File: config.mk
export PLATFORM = sky130hd
export DESIGN_NAME = bls_config_regs
export DESIGN_NICKNAME = d
export VERILOG_FILES = /design/src/rtl/bls_pkg.sv /design/src/rtl/bls_config_regs.sv
export SDC_FILE = /design/constraint.sdc
export NUM_CORES = 1
export LEC_CHECK = 0
export ABC_AREA = 1
export BUFFER_PORTS_ARGS = -buffer_cell sky130_fd_sc_hd__buf_4
export CAP_MARGIN = 0
export CORE_ASPECT_RATIO = 0.8
export CORE_MARGIN = 2
export CORE_UTILIZATION = 38
export CTS_CLUSTER_DIAMETER = 120
export CTS_CLUSTER_SIZE = 16
export DETAILED_ROUTE_END_ITERATION = 8
export GPL_TIMING_DRIVEN = 1
export HOLD_SLACK_MARGIN = 0.05
export PLACE_DENSITY = 0.61
export SYNTH_ARGS = -nofsm -noshare
export SYNTH_HDL_FRONTEND = slang
export SYNTH_SLANG_ARGS = --single-unit
File: constraint.sdc
create_clock -name i_clk -period 4.73 [get_ports i_clk]
set_input_delay 0.2365 -clock i_clk [delete_from_list [all_inputs] [get_ports i_clk]]
set_output_delay 0.2365 -clock i_clk [all_outputs]
set_load 0.05 [all_outputs]
File: src/rtl/bls_pkg.sv
// Constants for the bridge link subsystem configuration registers.
// Assumes 32-bit configuration accesses on dword-aligned byte offsets.
package bls_pkg;
  // Register offsets (byte addresses in configuration space)
  localparam logic [7:0]  OFF_DIAG2   = 8'hC8;
  localparam logic [7:0]  OFF_ALIAS   = 8'hD0;
  localparam logic [7:0]  OFF_GENCTL  = 8'hD4;
  // Reset values
  localparam logic [31:0] RST_DIAG2   = 32'h3214_2000;
  localparam logic [31:0] RST_ALIAS   = 32'h0000_0000;
  localparam logic [31:0] RST_GENCTL  = 32'h8600_025F;
  // Writable bits of each register
  localparam logic [31:0] WR_DIAG2    = 32'hFFFF_1FBF;
  localparam logic [31:0] WR_ALIAS    = 32'hFFFF_FFFF;
  localparam logic [31:0] WR_GENCTL   = 32'hFE80_0000;
  // Fields of the link control and diagnostic register, and the fixed-zero general control bit
  localparam int          FTS_SEP_LSB = 24;
  localparam int          FTS_SHR_LSB = 16;
  localparam int          PHY_LSB     = 13;
  localparam int          LINK_LSB    = 8;
  localparam int          SLEEP_BIT   = 7;
  localparam int          ZERO_BIT    = 6;
  localparam int          WIN_BIT     = 5;
  localparam int          GC_ZERO_BIT = 24;
  // Fixed physical layer revision
  localparam logic [2:0]  PHY_REVISION_FIELD     = 3'h1;
  // Alias halves
  localparam int          SSID_LSB    = 16;
endpackage : bls_pkg

File: src/rtl/bls_config_regs.sv
// Link control and diagnostic, subsystem alias and general control registers.
// Assumes a single-cycle configuration access port synchronous to i_clk and
// link state inputs driven by the surrounding link layer in the same domain.
//
// How it works
// RQ1: Separate clock: send upper-byte training count
// RQ2: Shared clock: send second-byte training count
// RQ3: Bit seven gates power saving in L2
// RQ4: Bit six reads zero, ignores writes
// RQ5: Bit five enables first window, reset off
// RQ6: Bits four to zero reset to zero
// RQ7: Any reset source restores writable defaults
// RQ8: Alias upper half feeds subsystem ID
// RQ9: Alias lower half feeds subsystem vendor
// RQ10: Alias at D0h, full access, zero reset
// RQ11: General control at D4h, mixed, fixed reset
// RQ12: PHY revision fixed; link number stored only
`timescale 1ns/1ps
module bls_config_regs (
  // Clock and resets
  input  wire logic        i_clk,
  input  wire logic        i_rst,
  input  wire logic        i_global_reset_input,
  // Configuration access port
  input  wire logic        i_cfg_wr,
  input  wire logic        i_cfg_rd,
  input  wire logic [7:0]  i_cfg_addr,
  input  wire logic [3:0]  i_cfg_be,
  input  wire logic [31:0] i_cfg_wdata,
  output logic      [31:0] o_cfg_rdata,
  output logic             o_cfg_rvalid,
  // Link state
  input  wire logic        i_shared_refclock_config,
  input  wire logic        i_link_in_l2,
  // Controls to the bridge
  output logic      [7:0]  o_fast_train_count,
  output logic             o_deep_sleep_saving_active,
  output logic             o_first_window_enable,
  output logic      [4:0]  o_link_number,
  output logic      [15:0] o_subsys_id,
  output logic      [15:0] o_subsys_vendor_id,
  output logic      [31:0] o_gen_ctrl
);

  ////////////////////////////////////////////////////////////////////////////
  // Storage
  logic [31:0] diag_r;     // Link control and diagnostic register
  logic [31:0] alias_r;    // Subsystem alias register
  logic [31:0] gen_r;      // General control register
  logic [31:0] diag_nxt;   // Next values after a write
  logic [31:0] alias_nxt;
  logic [31:0] gen_nxt;
  logic [31:0] rd_nxt;     // Read mux result

  // Merge a write under byte enables and a writable mask
  function automatic logic [31:0] merge(input logic [31:0] old_v,
                                        input logic [31:0] new_v,
                                        input logic [3:0]  be,
                                        input logic [31:0] wmask);
    logic [31:0] m;
    m = {{8{be[3]}}, {8{be[2]}}, {8{be[1]}}, {8{be[0]}}} & wmask;
    return (old_v & ~m) | (new_v & m);
  endfunction : merge

  ////////////////////////////////////////////////////////////////////////////
  // Write decode; read-only bits keep their stored constants
  always_comb begin
    diag_nxt  = diag_r;
    alias_nxt = alias_r;
    gen_nxt   = gen_r;
    if (i_cfg_wr) begin
      unique case (i_cfg_addr)
        bls_pkg::OFF_DIAG2: begin
          // PHY revision and bit 6 are outside the mask [RQ4] [RQ12]
          diag_nxt = merge(diag_r, i_cfg_wdata, i_cfg_be, bls_pkg::WR_DIAG2);
        end
        bls_pkg::OFF_ALIAS: begin
          // Whole register writable [RQ10]
          alias_nxt = merge(alias_r, i_cfg_wdata, i_cfg_be, bls_pkg::WR_ALIAS);
        end
        bls_pkg::OFF_GENCTL: begin
          // Only the writable fields take the write [RQ11]
          gen_nxt = merge(gen_r, i_cfg_wdata, i_cfg_be, bls_pkg::WR_GENCTL);
        end
        default: begin
          // Unmapped writes are dropped
        end
      endcase
    end
  end

  ////////////////////////////////////////////////////////////////////////////
  // Global reset beats a write in the same cycle, so no stale field survives
  // Diagnostic register; bits 4:0 reset to zero via the reset value [RQ6]
  always_ff @(posedge i_clk or posedge i_rst) begin
    if (i_rst) begin
      diag_r <= bls_pkg::RST_DIAG2;          // [RQ7]
    end else if (i_global_reset_input) begin
      diag_r <= bls_pkg::RST_DIAG2;          // [RQ7]
    end else begin
      diag_r <= diag_nxt;
    end
  end

  // Subsystem alias register
  always_ff @(posedge i_clk or posedge i_rst) begin
    if (i_rst) begin
      alias_r <= bls_pkg::RST_ALIAS;         // [RQ7] [RQ10]
    end else if (i_global_reset_input) begin
      alias_r <= bls_pkg::RST_ALIAS;         // [RQ7]
    end else begin
      alias_r <= alias_nxt;
    end
  end

  // General control register
  always_ff @(posedge i_clk or posedge i_rst) begin
    if (i_rst) begin
      gen_r <= bls_pkg::RST_GENCTL;          // [RQ7] [RQ11]
    end else if (i_global_reset_input) begin
      gen_r <= bls_pkg::RST_GENCTL;          // [RQ7]
    end else begin
      gen_r <= gen_nxt;
    end
  end

  ////////////////////////////////////////////////////////////////////////////
  // Read mux; unmapped offsets read as zero
  always_comb begin
    rd_nxt = 32'h0000_0000;
    unique case (i_cfg_addr)
      bls_pkg::OFF_DIAG2:  rd_nxt = diag_r;
      bls_pkg::OFF_ALIAS:  rd_nxt = alias_r;
      bls_pkg::OFF_GENCTL: rd_nxt = gen_r;
      default:             rd_nxt = 32'h0000_0000;
    endcase
  end

  // Read data registered; one cycle after the strobe
  always_ff @(posedge i_clk or posedge i_rst) begin
    if (i_rst) begin
      o_cfg_rdata  <= 32'h0000_0000;
      o_cfg_rvalid <= 1'b0;
    end else begin
      o_cfg_rvalid <= i_cfg_rd;
      o_cfg_rdata  <= i_cfg_rd ? rd_nxt : 32'h0000_0000;
    end
  end

  ////////////////////////////////////////////////////////////////////////////
  // Training count pick; registered so the link sees a clean value
  always_ff @(posedge i_clk or posedge i_rst) begin
    if (i_rst) begin
      o_fast_train_count <= 8'h00;
    end else if (i_shared_refclock_config) begin
      o_fast_train_count <= diag_r[bls_pkg::FTS_SHR_LSB +: 8];  // [RQ2]
    end else begin
      o_fast_train_count <= diag_r[bls_pkg::FTS_SEP_LSB +: 8];  // [RQ1]
    end
  end

  // Power saving only while in L2 and enabled
  always_ff @(posedge i_clk or posedge i_rst) begin
    if (i_rst) begin
      o_deep_sleep_saving_active <= 1'b0;
    end else begin
      o_deep_sleep_saving_active <= diag_r[bls_pkg::SLEEP_BIT] & i_link_in_l2; // [RQ3]
    end
  end

  // Plain control copies; alias halves feed the standard ID registers
  always_ff @(posedge i_clk or posedge i_rst) begin
    if (i_rst) begin
      o_first_window_enable <= 1'b0;
      o_link_number         <= 5'h00;
      o_subsys_id           <= 16'h0000;
      o_subsys_vendor_id    <= 16'h0000;
      o_gen_ctrl            <= bls_pkg::RST_GENCTL;
    end else begin
      o_first_window_enable <= diag_r[bls_pkg::WIN_BIT];                // [RQ5]
      // Link number has no effect here; exported for visibility
      o_link_number         <= diag_r[bls_pkg::LINK_LSB +: 5];          // [RQ12]
      o_subsys_id           <= alias_r[bls_pkg::SSID_LSB +: 16];        // [RQ8]
      o_subsys_vendor_id    <= alias_r[bls_pkg::SSID_LSB-1:0];          // [RQ9]
      o_gen_ctrl            <= gen_r;
    end
  end

  ////////////////////////////////////////////////////////////////////////////
  // Checks
  // Writes are checked two edges on: register first, then the exported copy
  // Properties are off only while the asynchronous reset is held
  property p_fts_sep;
    @(posedge i_clk) disable iff (i_rst)
    !i_shared_refclock_config |=>
      o_fast_train_count == $past(diag_r[bls_pkg::FTS_SEP_LSB +: 8]);
  endproperty
  a_fts_sep: assert property (p_fts_sep)  // [RQ1]
    else $error("separate clock training count wrong");

  property p_fts_shr;
    @(posedge i_clk) disable iff (i_rst)
    i_shared_refclock_config |=>
      o_fast_train_count == $past(diag_r[bls_pkg::FTS_SHR_LSB +: 8]);
  endproperty
  a_fts_shr: assert property (p_fts_shr)  // [RQ2]
    else $error("shared clock training count wrong");

  property p_sleep;
    @(posedge i_clk) disable iff (i_rst)
    ##1 o_deep_sleep_saving_active ==
      ($past(diag_r[bls_pkg::SLEEP_BIT]) && $past(i_link_in_l2));
  endproperty
  a_sleep: assert property (p_sleep)  // [RQ3]
    else $error("L2 power saving not gated by enable");

  property p_bit6;
    @(posedge i_clk) disable iff (i_rst)
    (i_cfg_rd && i_cfg_addr == bls_pkg::OFF_DIAG2) |=> !o_cfg_rdata[bls_pkg::ZERO_BIT];
  endproperty
  a_bit6: assert property (p_bit6)  // [RQ4]
    else $error("reserved bit 6 read nonzero");

  property p_win;
    @(posedge i_clk) disable iff (i_rst)
    (i_cfg_wr && i_cfg_addr == bls_pkg::OFF_DIAG2 && i_cfg_be[0] && !i_global_reset_input)
      |=> ##1 o_first_window_enable == $past(i_cfg_wdata[bls_pkg::WIN_BIT], 2);
  endproperty
  a_win: assert property (p_win)  // [RQ5]
    else $error("window enable did not follow write");

  property p_global_reset_input;
    @(posedge i_clk) disable iff (i_rst)
    i_global_reset_input |=>
      diag_r == bls_pkg::RST_DIAG2 && alias_r == bls_pkg::RST_ALIAS &&
      gen_r == bls_pkg::RST_GENCTL;
  endproperty
  a_global_reset_input: assert property (p_global_reset_input)  // [RQ7] [RQ6]
    else $error("global reset did not restore defaults");

  property p_ssid;
    @(posedge i_clk) disable iff (i_rst)
    (i_cfg_wr && i_cfg_addr == bls_pkg::OFF_ALIAS && i_cfg_be == 4'hF && !i_global_reset_input)
      |=> ##1 o_subsys_id == $past(i_cfg_wdata[bls_pkg::SSID_LSB +: 16], 2);
  endproperty
  a_ssid: assert property (p_ssid)  // [RQ8]
    else $error("subsystem ID not updated by alias write");

  property p_ssvid;
    @(posedge i_clk) disable iff (i_rst)
    (i_cfg_wr && i_cfg_addr == bls_pkg::OFF_ALIAS && i_cfg_be == 4'hF && !i_global_reset_input)
      |=> ##1 o_subsys_vendor_id == $past(i_cfg_wdata[bls_pkg::SSID_LSB-1:0], 2);
  endproperty
  a_ssvid: assert property (p_ssvid)  // [RQ9]
    else $error("subsystem vendor ID not updated by alias write");

  property p_phy;
    @(posedge i_clk) disable iff (i_rst)
    diag_r[bls_pkg::PHY_LSB +: 3] == bls_pkg::PHY_REVISION_FIELD && !gen_r[bls_pkg::GC_ZERO_BIT];
  endproperty
  a_phy: assert property (p_phy)  // [RQ12] [RQ11]
    else $error("read-only field changed");

  property p_rvalid;
    @(posedge i_clk) disable iff (i_rst)
    i_cfg_rd |=> o_cfg_rvalid ##1 (o_cfg_rvalid == $past(i_cfg_rd));
  endproperty
  a_rvalid: assert property (p_rvalid)  // [RQ10]
    else $error("read answer not one cycle after strobe");

  // Link number is stored only, but must follow a write to its lane
  property p_link;
    @(posedge i_clk) disable iff (i_rst)
    (i_cfg_wr && i_cfg_addr == bls_pkg::OFF_DIAG2 && i_cfg_be[1] && !i_global_reset_input)
      |=> ##1 o_link_number == $past(i_cfg_wdata[bls_pkg::LINK_LSB +: 5], 2);
  endproperty
  a_link: assert property (p_link)  // [RQ12]
    else $error("link number did not follow write");

  // Alias reads return the stored word unchanged
  property p_alias_rd;
    @(posedge i_clk) disable iff (i_rst)
    (i_cfg_rd && i_cfg_addr == bls_pkg::OFF_ALIAS) |=> o_cfg_rdata == $past(alias_r);
  endproperty
  a_alias_rd: assert property (p_alias_rd)  // [RQ10]
    else $error("alias read data wrong");

  // Fixed general control bits never move, whatever software writes
  property p_gen_fixed;
    @(posedge i_clk) disable iff (i_rst)
    (gen_r & ~bls_pkg::WR_GENCTL) == (bls_pkg::RST_GENCTL & ~bls_pkg::WR_GENCTL);
  endproperty
  a_gen_fixed: assert property (p_gen_fixed)  // [RQ11]
    else $error("fixed general control bits changed");

  // General control copy lags the register by one edge
  property p_gen_out;
    @(posedge i_clk) disable iff (i_rst)
    ##1 o_gen_ctrl == $past(gen_r);
  endproperty
  a_gen_out: assert property (p_gen_out)  // [RQ11]
    else $error("general control output stale");

endmodule : bls_config_regs

* Word-level counts from Yosys, hierarchy flattened
Cells that the tools add are included.
** Storage, ports and cells
- Register bits :: 208
- Output and inout port bits :: 112
- Input port bits :: 51
** Cells by class
- Equal/unequal tests :: 3
- Reduce and logical (&&, ||, !) cells :: 7
- Bitwise gates (word level) :: 13
- Multiplexer cells :: 12
** Operators with widths (count)
- two-way mux 32 bit :: 10
- AND 32 bit :: 6
- NOT 32 bit :: 3
- bitwise OR 32 bit :: 3
- one-hot mux 32 bit (3 select lines) :: 1
- == test 8 bit, second input constant :: 3
- two-way mux 8 bit :: 1
- nonzero test 2 bit :: 4
- AND reduction 2 bit :: 3
- AND 1 bit :: 1

* Logic depth before layout (Yosys ltp)
Gate-level depths: netlist (run 1).
- Word-level depth :: 6
- Gate-level depth with buffers :: 9
- Depth with buffers taken out :: 7

* Least setup slack after synthesis (run 1)
Ideal clock, no wire load.
- Path type :: reg2out
- From :: register, netlist name o_gen_ctrl[9]
- To :: output port o_gen_ctrl[1]
- Path slack :: 3.523 ns
- Stages on the path, launching flop included :: 2
- Arrival :: 0.971 ns
- Data required time :: 4.493 ns
- Path buffers :: 1
- Path through :: dfstp_2 -> buf_4
** RTL lines
- to (decl) :: line bls_config_regs.sv:42 : output logic [31:0] o_gen_ctrl

* Final worst setup path (run 1)
- From :: input port i_cfg_addr[5]
- To :: register alias_r[17]
** Between the ends
- Longest elaborated chain between the ends :: 3
** RTL lines
- from (decl) :: line bls_config_regs.sv:27 : input wire logic [7:0] i_cfg_addr,
- == test 8 bit :: line bls_config_regs.sv:72 : unique case (i_cfg_addr)
- nonzero test 2 bit (no source line)
- AND reduction 2 bit (no source line)
- to (signal assigned) :: line bls_config_regs.sv:108 : alias_r <= bls_pkg::RST_ALIAS;
- to (signal assigned) :: line bls_config_regs.sv:110 : alias_r <= bls_pkg::RST_ALIAS;
- to (signal assigned) :: line bls_config_regs.sv:112 : alias_r <= alias_nxt;
- to (decl) :: line bls_config_regs.sv:48 : logic [31:0] alias_r;
Every way passes these cells.
A chain may end at the register's enable or synchronous reset.

==> results of run 1 <==
-- critical path: cells and delay by family --
kind          cells  cell delay [ps]
buf+inv           3              720
simple gates      5             1500
-- synth_stat cells, types with 9 or more instances --
cell,number
clkbuf_1,11
a21oi_2,9
nor2_1,26
dfstp_2,14
o21ai_0,69
dfrtp_1,145
nand3_2,21
nand2_1,147
buf_2,19
inv_1,85
nand3_1,155
buf_4,26
-- per-stage QoR --
step | utilization, % | std cells
6_report | 47.49 | 1176
5_1_grt | 47.49 | 1176
4_1_cts | 47.49 | 1176
3_5_place_dp | 44.06 | 1141
3_3_place_gp | 44.06 | 1141
2_1_floorplan | - | 803
-- report_power, final --
group | switching, mW | total, mW | internal, mW | leakage [nW]
registers | 0.00943 | 1.39 | 1.38 | 2.16
logic | 0.178 | 0.239 | 0.0604 | 2.08
clock network | 0.567 | 1.43 | 0.859 | 0.285
total | 0.755 | 3.06 | 2.30 | 4.53
-- logic make-up (layout without fill, tap and decap cells) --
group	after synthesis	in the layout	share of synthesized area, %
and+or+nand+nor	370	370	26.07
other	1	17	0.05192
muxes	2	2	0.3118
DFF	159	159	55.33
buffers and inverters	164	279	11.19
AOI/OAI and AO/OA	91	91	7.050
-- metal layers --
metal	GRT usage (%)	up-vias	share of wire, %
li1	-	2730	-
met5	0	-	0
met2	29.16	188	45
met1	27.82	2722	47
met4	5.246	0	0.87
met3	5.020	14	6.8
-- cell type report --
cell class | instances | area (sq um)
Clock buffer | 20 | 456.7
Clock inverter | 12 | 158.9
Fill cell | 1833 | 9874
Inverter | 94 | 361.6
Multi-Input combinational cell | 480 | 2479
Sequential cell | 159 | 3996
Tap cell | 258 | 322.8
Timing Repair Buffer | 153 | 1156
-- repair_timing --
action | in CTS | in global routing
resized for setup | 0 | 0
hold buffers | 3 | 0
endpoints found under the hold margin | 59 | 0
-- sequential cells by signal (all words and copies together), names as in the netlist --
signal / count
alias_r: 32
diag_r: 29
gen_r: 9
o_cfg_rdata: 32
o_cfg_rvalid: 1
o_deep_sleep_saving_active: 1
o_fast_train_count: 8
o_first_window_enable: 1
o_gen_ctrl: 9
o_link_number: 5
o_subsys_id: 16
o_subsys_vendor_id: 16
-- worst paths after layout --
kind / start / to / slack (ps) / depth (start not counted)
setup reg to reg: gen_r[9]$_DFFE_PP1P_ / o_cfg_rdata[9]$_DFF_PP0_ / 3660 / 4
hold / removal: i_global_reset_input / gen_r[9]$_DFFE_PP1P_ / 100 / 2
max in group asynchronous: i_rst / o_subsys_id[14]$_DFF_PP0_ / 3260 / 4
setup / recovery: i_cfg_addr[5] / alias_r[17]$_DFFE_PP0P_ / 2600 / 8
min in group asynchronous: i_rst / o_subsys_vendor_id[12]$_DFF_PP0_ / 430 / 3
hold reg to reg: gen_r[31]$_DFFE_PP1P_ / o_gen_ctrl[31]$_DFF_PP1_ / 370 / 0
==> reports/metrics.cfg, run 1 <==
[worst_setup_path]
slowest_stage=nor2_8
crit_path_frequent_cell=nand2_1
crit_type=input port to register
path_cells=buf_4 > inv_2 > nand2_1 > nor2_8 > nand3_4 > clkinv_2 > nand3_1 > nand2_1
worstPathMaxFanout=43
worstPathRequired_ps=5100
slowest_delay_ps=640
start_kind=input port
cp.arrival_ps=2500
endpoint_kind=register

[clocking]
cts_buffer_depth=2
clock_latency_ps=430
root_buffer=clkbuf_16
htreeDepth=4
postCtsSetupBuffers=0
clk_pin_slew_ps=60
cts_tree=done
cts_sinks=159
cts_buffers=17

[timing]
fin_hold_ws_ps=103.3
finalSetupViolCount=0
worst_slack_ps=2601
period_needed_ps=2129
worst_slew_pin_slew_ps=809.4
drv_slew=0
period_share_pct=45.01
finalHoldViolCount=0
max_slew_margin_pct=46.04
fin_worst_skew_ps=5.125
setup_tns_ps=0
max_freq_ghz=0.4697
rsz0062_at_grt=no

[pwr]
vdd_drop_max_uv=190.2
leakage_nw=4.534
power.density_nw_per_um2=342.4
total_power_mw=3.058

[cells_and_area]
final_layout_size_suffix_gt1_share_pct=27.89
area_delta_synth_final_pct=23.64
layout_commonest_cell=nand3_1
nNetsFinal=956
diodes=0
layout_common_cells=nand3_1 (155), buf_4 (150), nand2_1 (147), dfrtp_1 (145), inv_1 (84)
design_area_sq_um=8931

[placed_design]
dpl-instance-area_sq_um=8285
globalplace.congestion=0.7903
dp_hpwl_um=11930
post-place-ws_ps=2143
io_buffers=145

[floorplanning]
dieArea_sq_um=20130
core_area_sq_um=18810
start_util_pct=38.41
ios=163
die_x_um=158.1
fp-row-count=45
die_y_um=127.3

[routing]
num_vias=5654
via_per_inst=4.808
ant_nets=0
wirelength_um=18780
firstDrtPassIters=4
wl_per_cell_um=15.97
drc_errors=0
drt_iter0_drc=328

[worst_hold_path]
hold_class=input port to register

[synthesis]
ys.flop_type=dfrtp_1
synth_top_area_share_pct=50.23
synth_enable_flop_cells=0
synth_seq_cells=159
yosysWarnings=0
async_flop_share_pct=100.0
syn_inst=787
synthTopCellsByArea=dfrtp_1 (50%), nand3_1 (11%), nand2_1 (7.6%)
synth-seq-area-share_pct=55.33
syn_area_sq_um=7223
synth_area_leader_cell=dfrtp_1
syn-mean-instance-area_sq_um=9.178
synth_cell_types=28

[global_routing]
antenna_found_initial=0
grt_usage_pct=19.35
grt_pass1_wl_um=29520
grt_max_degree=72
grt_pass1_vias=5391
grt-ovfl-total=0

[run_status]
status=finished clean

[job]
maxCapViolCount=0

Power figures use the tool's default switching activity.
==> run 2: changes to the inputs <==
--- a/config.mk
+++ b/config.mk
@@ -5,7 +5,7 @@
 export SDC_FILE = /design/constraint.sdc
 export NUM_CORES = 1
 export LEC_CHECK = 0
-export ABC_AREA = 1
+export ABC_AREA = 0
 export BUFFER_PORTS_ARGS = -buffer_cell sky130_fd_sc_hd__buf_4
 export CAP_MARGIN = 0
 export CORE_ASPECT_RATIO = 0.8
==> constraint.sdc (replaced) <==
create_clock -name i_clk -period 1.7 [get_ports i_clk]
set_input_delay 0.085 -clock i_clk [delete_from_list [all_inputs] [get_ports i_clk]]
set_output_delay 0.085 -clock i_clk [all_outputs]
set_load 0.05 [all_outputs]
==> reports/metrics.cfg, run 2 <==
[run_status]
status=finished clean

[worst_setup_path]
cp.depth=7  ; -1
slowest_delay_ps=560  ; -80 ps
worstPathRequired_ps=2000  ; -3100 ps
r2r_slack_ps=380  ; -3280 ps
reg2reg_to=o_cfg_rdata[1]$_DFF_PP0_
slowest_stage=dlygate4sd3_1
path_cells=buf_4 > nor4b_4 > buf_12 > buf_4 > nand4_1 > mux2i_1 > dlygate4sd3_1
cp.arrival_ps=1830  ; -670 ps
worstPathMaxFanout=18  ; -58%
crit_path_frequent_cell=buf_4
crit_type=input port to register
start_kind=input port
crit_buf_inv=4  ; +1
reg2reg_depth=2  ; -2
crit_end=gen_r[23]$_DFFE_PP0P_
crit_path_start=i_cfg_addr[1]
cp_top_family=buffers and inverters
r2r_start=gen_r[9]$_DFFE_PP1P_
endpoint_kind=register

[placed_design]
post-place-ws_ps=-217.1  ; -2360 ps
io_buffers=145  ; unchanged
globalplace.congestion=0.8400  ; +6.3%
dpl-instance-area_sq_um=8033  ; -3.1%
dp_hpwl_um=12710  ; +6.5%

[routing]
num_vias=5495  ; -2.8%
ant_nets=0  ; unchanged
wl_per_cell_um=19.07  ; +19%
drc_errors=0  ; unchanged
via_per_inst=5.534  ; +15%
wirelength_um=18940  ; +0.83%
firstDrtPassIters=5  ; +1
drt_iter0_drc=427  ; +30%

[cells_and_area]
design_area_sq_um=9014  ; +0.92%
diodes=0  ; unchanged
largest_registers=alias_r x32, o_cfg_rdata x32, diag_r x29
nNetsFinal=806  ; -16%
layout_commonest_cell=buf_4
fin_util_pct=51.87  ; +4.4 points
area_delta_synth_final_pct=33.41
layout_common_cells=buf_4 (168), dfrtp_1 (145), a21oi_1 (77), nand3_1 (59), nand4_1 (56)
final_layout_size_suffix_gt1_share_pct=32.29  ; +4.4 points

[floorplanning]
fp-row-count=43  ; -4.4%
die_y_um=123.3  ; -3.2%
core_area_sq_um=17380  ; -7.6%
dieArea_sq_um=18870  ; -6.3%
start_util_pct=38.88  ; +0.47 points
die_x_um=153.1  ; -3.2%
ios=163  ; unchanged

[clocking]
cts_buffers=17  ; unchanged
cts_buffer_depth=2  ; unchanged
root_buffer=clkbuf_16
cts_sinks=159  ; unchanged
htreeDepth=4  ; unchanged
clk_pin_slew_ps=60  ; about the same
cts_tree=done
clock_latency_ps=420  ; about the same
postCtsSetupBuffers=0  ; unchanged

[timing]
finalSetupViolCount=0  ; unchanged
worst_slew_pin_slew_ps=508.9  ; -300.5 ps
fin_worst_skew_ps=5.052  ; -0.07292 ps
period_share_pct=89.45
finalHoldViolCount=0  ; unchanged
max_freq_ghz=0.6576
worst_slack_ps=179.3  ; -2422 ps
period_needed_ps=1521
max_slew_margin_pct=66.03  ; +20 points
drv_slew=0  ; unchanged
rsz0062_at_grt=no
setup_tns_ps=0  ; unchanged

[synthesis]
synthTopCellsByArea=dfrtp_1 (54%), a21oi_1 (5.7%), dfstp_2 (5.4%)
synth_cell_types=38  ; +36%
syn-mean-instance-area_sq_um=11.28  ; +23%
ys.flop_type=dfrtp_1
synth_enable_flop_cells=0  ; unchanged
synth_area_leader_cell=dfrtp_1
synthTopCellsByCount=dfrtp_1 (145), a21oi_1 (77), nand3_1 (59)
synth-seq-area-share_pct=59.15  ; +3.8 points
syn_inst=599  ; -24%
syn_area_sq_um=6756  ; -6.5%
async_flop_share_pct=100.0  ; unchanged
synth_seq_cells=159  ; unchanged
synth_most_common_cell=dfrtp_1
yosysWarnings=0  ; unchanged
synth_top_area_share_pct=53.70  ; +3.5 points

[global_routing]
grt_pass1_vias=5320  ; -1.3%
grt_max_degree=73  ; +1.4%
antenna_found_initial=0  ; unchanged
grt_usage_pct=20.54  ; +1.2 points
grt_pass1_wl_um=30080  ; +1.9%
grt-ovfl-total=0  ; unchanged

[pwr]
power_frac_seq_pct=45.4  ; about the same
vdd_drop_max_uv=570.9  ; +200%
leakage_nw=4.089  ; -9.8%
clkPwrFrac_pct=46.7  ; about the same
p_switching_mw=1.924  ; +150%
total_power_mw=8.372  ; +170%
p_int_mw=6.447  ; +180%
comb_power_share_pct=8.0  ; +0.2 points
power.density_nw_per_um2=928.8  ; +170%
switching_share_pct=22.98  ; -1.7 points

[job]
maxCapViolCount=0  ; unchanged

[worst_hold_path]
hold_class=input port to register

run 2: changes by cell type after synthesis, moves of 9 or more:
cell      previous run  this run
a21oi_1              0        77
a21oi_2              9         0
clkbuf_1            11        32
inv_1               85         4
mux2_2               2        16
mux2i_1              0        13
nand2_1            147        15
nand3_1            155        59
nand3_2             21         0
nand4_1              0        56
nor2_1              26        11
o21ai_0             69         2
o31ai_1              0        47
run 2: through the flow:
step                      hold WS, ps  cells
after floorplan                 116.4    615
after global placement          109.7    924
after detailed placement        119.0    924
after CTS                       108.3    993
after global routing            117.3    993
final                           124.3    993
run 2: power by group through the flow:
stage	registers [mW]	logic, mW	clock network, mW
floorplan	3.89	0.357	0
global placement	3.86	0.589	0
detailed placement	3.86	0.600	0
CTS	3.80	0.668	3.95
global route	3.79	0.720	4.14
finish	3.80	0.668	3.91
run 2: logic make-up after synthesis:
family                 after synthesis  share of synthesized area, %
DFF                                159                         59.15
buffers and inverters               94                         7.519
other                                1                       0.05550
and+or+nand+nor                    175                         15.72
muxes                               29                         4.592
AOI/OAI and AO/OA                  141                         12.96
run 2: how the worst min path moves through the flow:
stage	depth (start not counted)	from	end
after global placement	2	i_rst	o_fast_train_count[0]$_DFF_PP0_
after floorplan	0	i_cfg_rd	o_cfg_rvalid$_DFF_PP0_
final	4	i_cfg_be[0]	alias_r[6]$_DFFE_PP0P_
after CTS	4	i_cfg_be[0]	alias_r[6]$_DFFE_PP0P_
after detailed placement	2	i_rst	o_fast_train_count[2]$_DFF_PP0_
after global routing	4	i_cfg_be[0]	alias_r[6]$_DFFE_PP0P_
run 2: layout make-up:
type                            instances  area (sq um)
Inverter                                4         18.77
Clock buffer                           23         478.0
Clock inverter                          9         132.6
Timing Repair Buffer                  211          1752
Multi-Input combinational cell        362          2355
Fill cell                            1532          8364
Sequential cell                       159          3996
Tap cell                              225         281.5
run 2: layer usage:
| layer | GRT usage, % | part of all wire [%] | wire (um) |
|---|---|---|---|
| met1 | 29.29 | 45 | 8562 |
| met2 | 31.50 | 47 | 8824 |
| met3 | 5.223 | 7.2 | 1366 |
| met4 | 5.382 | 0.96 | 182 |
| met5 | 0 | 0 | 0 |
run 2: what timing repair did:
item,in CTS,in global routing
gates resized for setup,0,0
hold buffers,37,0
endpoints found under the hold margin,128,0
run 2: worst min-delay path, cell delays in order:
cell     delay (ps)
buf_4           130
and2_1          140
nand4_1          80
a21oi_1          60
==> run 3: changes to the inputs <==
--- a/config.mk
+++ b/config.mk
@@ -5,7 +5,7 @@
 export SDC_FILE = /design/constraint.sdc
 export NUM_CORES = 1
 export LEC_CHECK = 0
-export ABC_AREA = 0
+export ABC_AREA = 1
 export BUFFER_PORTS_ARGS = -buffer_cell sky130_fd_sc_hd__buf_4
 export CAP_MARGIN = 0
 export CORE_ASPECT_RATIO = 0.8
==> reports/metrics.cfg, run 3 (synthesis gave the netlist of run 1 again) <==
[cells_and_area]
largest_registers=alias_r x32, o_cfg_rdata x32, diag_r x29
multi_input_area_sq_um=2479  ; +5.3%
diodes=0  ; unchanged
design_area_sq_um=9356  ; +3.8%
layout_commonest_cell=buf_4
final_layout_size_suffix_gt1_share_pct=28.15  ; -4.1 points
seq_area_sq_um=3996  ; unchanged
layout_common_cells=buf_4 (165), nand3_1 (155), nand2_1 (147), dfrtp_1 (145), inv_1 (84)
final.fill_count=1808  ; +18%
nNetsFinal=998  ; +24%
area_delta_synth_final_pct=29.53

[global_routing]
grt_pass1_wl_um=30330  ; +0.80%
grt-ovfl-total=0  ; unchanged
antenna_found_initial=0  ; unchanged
grt_pass1_vias=5544  ; +4.2%
grt_max_degree=64  ; -12%
grt_usage_pct=19.61  ; -0.93 points

[timing]
max_slew_margin_pct=61.05  ; -5.0 points
fin_hold_ws_ps=65.92  ; -58.35 ps
finalHoldViolCount=0  ; unchanged
worst_slew_pin_slew_ps=583.6  ; +74.65 ps
rsz0062_at_grt=no
period_share_pct=76.17  ; -13 points
period_needed_ps=1295  ; -225.8 ps
setup_tns_ps=0  ; unchanged
max_freq_ghz=0.7723  ; +17%
finalSetupViolCount=0  ; unchanged
drv_slew=0  ; unchanged
worst_slack_ps=405.2  ; +225.8 ps
fin_worst_skew_ps=9.564  ; +4.512 ps

[pwr]
leakage_nw=4.753  ; +16%
vdd_drop_max_uv=628.6  ; +10%
p_switching_mw=2.022  ; +5.1%
switching_share_pct=23.42  ; +0.44 points
clkPwrFrac_pct=46.5  ; -0.2 points
power.density_nw_per_um2=922.6  ; -0.66%
power_frac_seq_pct=44.9  ; -0.5 points
p_int_mw=6.610  ; +2.5%
comb_power_share_pct=8.6  ; +0.6 points

[routing]
num_vias=5838  ; +6.2%
firstDrtPassIters=5  ; unchanged
wl_met3_um=1271  ; -7.0%
wl_met2_um=8880  ; +0.63%
drc_errors=0  ; unchanged
ant_nets=0  ; unchanged
wirelength_um=19100  ; +0.89%
wl_per_cell_um=15.70  ; -18%
routed.top_layer=met4
drt_iter0_drc=319  ; -25%
via_per_inst=4.797  ; -13%
wl_met1_um=8883  ; +3.7%

[worst_setup_path]
reg2reg_depth=4  ; +2
crit_type=register to output port
reg2reg_to=o_cfg_rdata[6]$_DFF_PP0_
cp.arrival_ps=1210  ; -620 ps
slowest_delay_ps=580  ; +20 ps
r2r_start=gen_r[9]$_DFFE_PP1P_
path_cells=buf_4
endpoint_kind=output port
slowest_stage=dfstp_2
crit_buf_inv=1  ; -3
worstPathRequired_ps=1620  ; -380 ps
start_kind=register
cp_top_family=flip-flops
r2r_slack_ps=690  ; +310 ps
worstPathMaxFanout=7  ; -11

[placed_design]
io_buffers=145  ; unchanged
dp_hpwl_um=12630  ; -0.58%
post-place-ws_ps=341.1  ; +558.2 ps
dpl-instance-area_sq_um=8497  ; +5.8%
globalplace.congestion=0.7913  ; -5.8%

[floorplanning]
die_y_um=127.3  ; +3.3%
ios=163  ; unchanged
dieArea_sq_um=20130  ; +6.7%
fp-row-count=45  ; +4.7%
core_area_sq_um=18810  ; +8.2%
start_util_pct=38.41  ; -0.47 points
die_x_um=158.1  ; +3.3%

[clocking]
cts_sinks=159  ; unchanged
clock_latency_ps=430  ; about the same
postCtsSetupBuffers=0  ; unchanged
htreeDepth=4  ; unchanged
post_cts_resized=0  ; unchanged
cts_buffer_depth=2  ; unchanged
cts_buffers=17  ; unchanged
root_buffer=clkbuf_16
cts_tree=done
clk_pin_slew_ps=60  ; about the same

[job]
maxCapViolCount=0  ; unchanged

[worst_hold_path]
whs_endpoint=alias_r[21]$_DFFE_PP0P_
hold_class=input port to register
min_from=i_cfg_wdata[21]
hold_depth=5  ; +1

[run_status]
status=finished clean

run 3: cell count changes in the layout (fill, tap and decap cells not counted), moves of 47 or more:
cell     delta
o21ai_0    +67
inv_1      +81
nand3_1    +96
nand4_1    -56
o31ai_1    -47
nand2_1   +133
a21oi_1    -77
run 3: worst max-delay path by stage:
stage	startpoint	end	slack (ps)	cells past startpoint
floorplan	i_rst	alias_r[0]$_DFFE_PP0P_	-390	1
global placement	i_cfg_addr[0]	o_cfg_rdata[25]$_DFF_PP0_	340	9
detailed placement	i_cfg_addr[5]	o_cfg_rdata[6]$_DFF_PP0_	340	9
CTS	o_gen_ctrl[9]$_DFF_PP1_	o_gen_ctrl[2]	380	1
global route	o_gen_ctrl[9]$_DFF_PP1_	o_gen_ctrl[4]	360	1
finish	o_gen_ctrl[9]$_DFF_PP1_	o_gen_ctrl[4]	410	1
run 3: layout make-up:
| cell class | count | share of cell area, % |
|---|---|---|
| Clock inverter | 6 | 1.431 |
| Clock buffer | 25 | 5.082 |
| Timing Repair Buffer | 195 | 16.98 |
| Multi-Input combinational cell | 480 | 26.49 |
| Tap cell | 258 | 3.450 |
| Inverter | 94 | 3.851 |
| Sequential cell | 159 | 42.71 |
run 3: routing by layer:
layer  vias up  track usage [%]
met4         0            3.286
met2       200            29.97
met3         8            4.715
li1       2813                -
met1      2817            28.90
met5         -                0
run 3: worst register-to-register path: stages (launching register included):
cell	delay, ps
dfstp_2	570
nand3_4	130
nand2_1	100
inv_1	40
nor2_1	90
run 3: through the flow:
stage / std cells / total power, mW / utilization [%]
4_1_cts: 1217 / 8.690 / 49.75
3_3_place_gp: 1161 / 4.641 / 45.18
6_report: 1217 / 8.632 / 49.75
3_5_place_dp: 1161 / 4.644 / 45.18
5_1_grt: 1217 / 8.917 / 49.75
2_1_floorplan: 803 / 4.413 / -
run 3: timing repair:
item	in CTS	in global routing
hold buffers	25	0
endpoints found under the setup margin	0	0
endpoints found under the hold margin	101	0
run 3: power by group through the flow:
stage | clock [mW] | combinational [mW] | sequential [mW]
global route | 4.22 | 0.814 | 3.88
CTS | 4.06 | 0.751 | 3.88
floorplan | 0 | 0.404 | 4.01
detailed placement | 0 | 0.701 | 3.94
finish | 4.01 | 0.744 | 3.87
global placement | 0 | 0.698 | 3.94
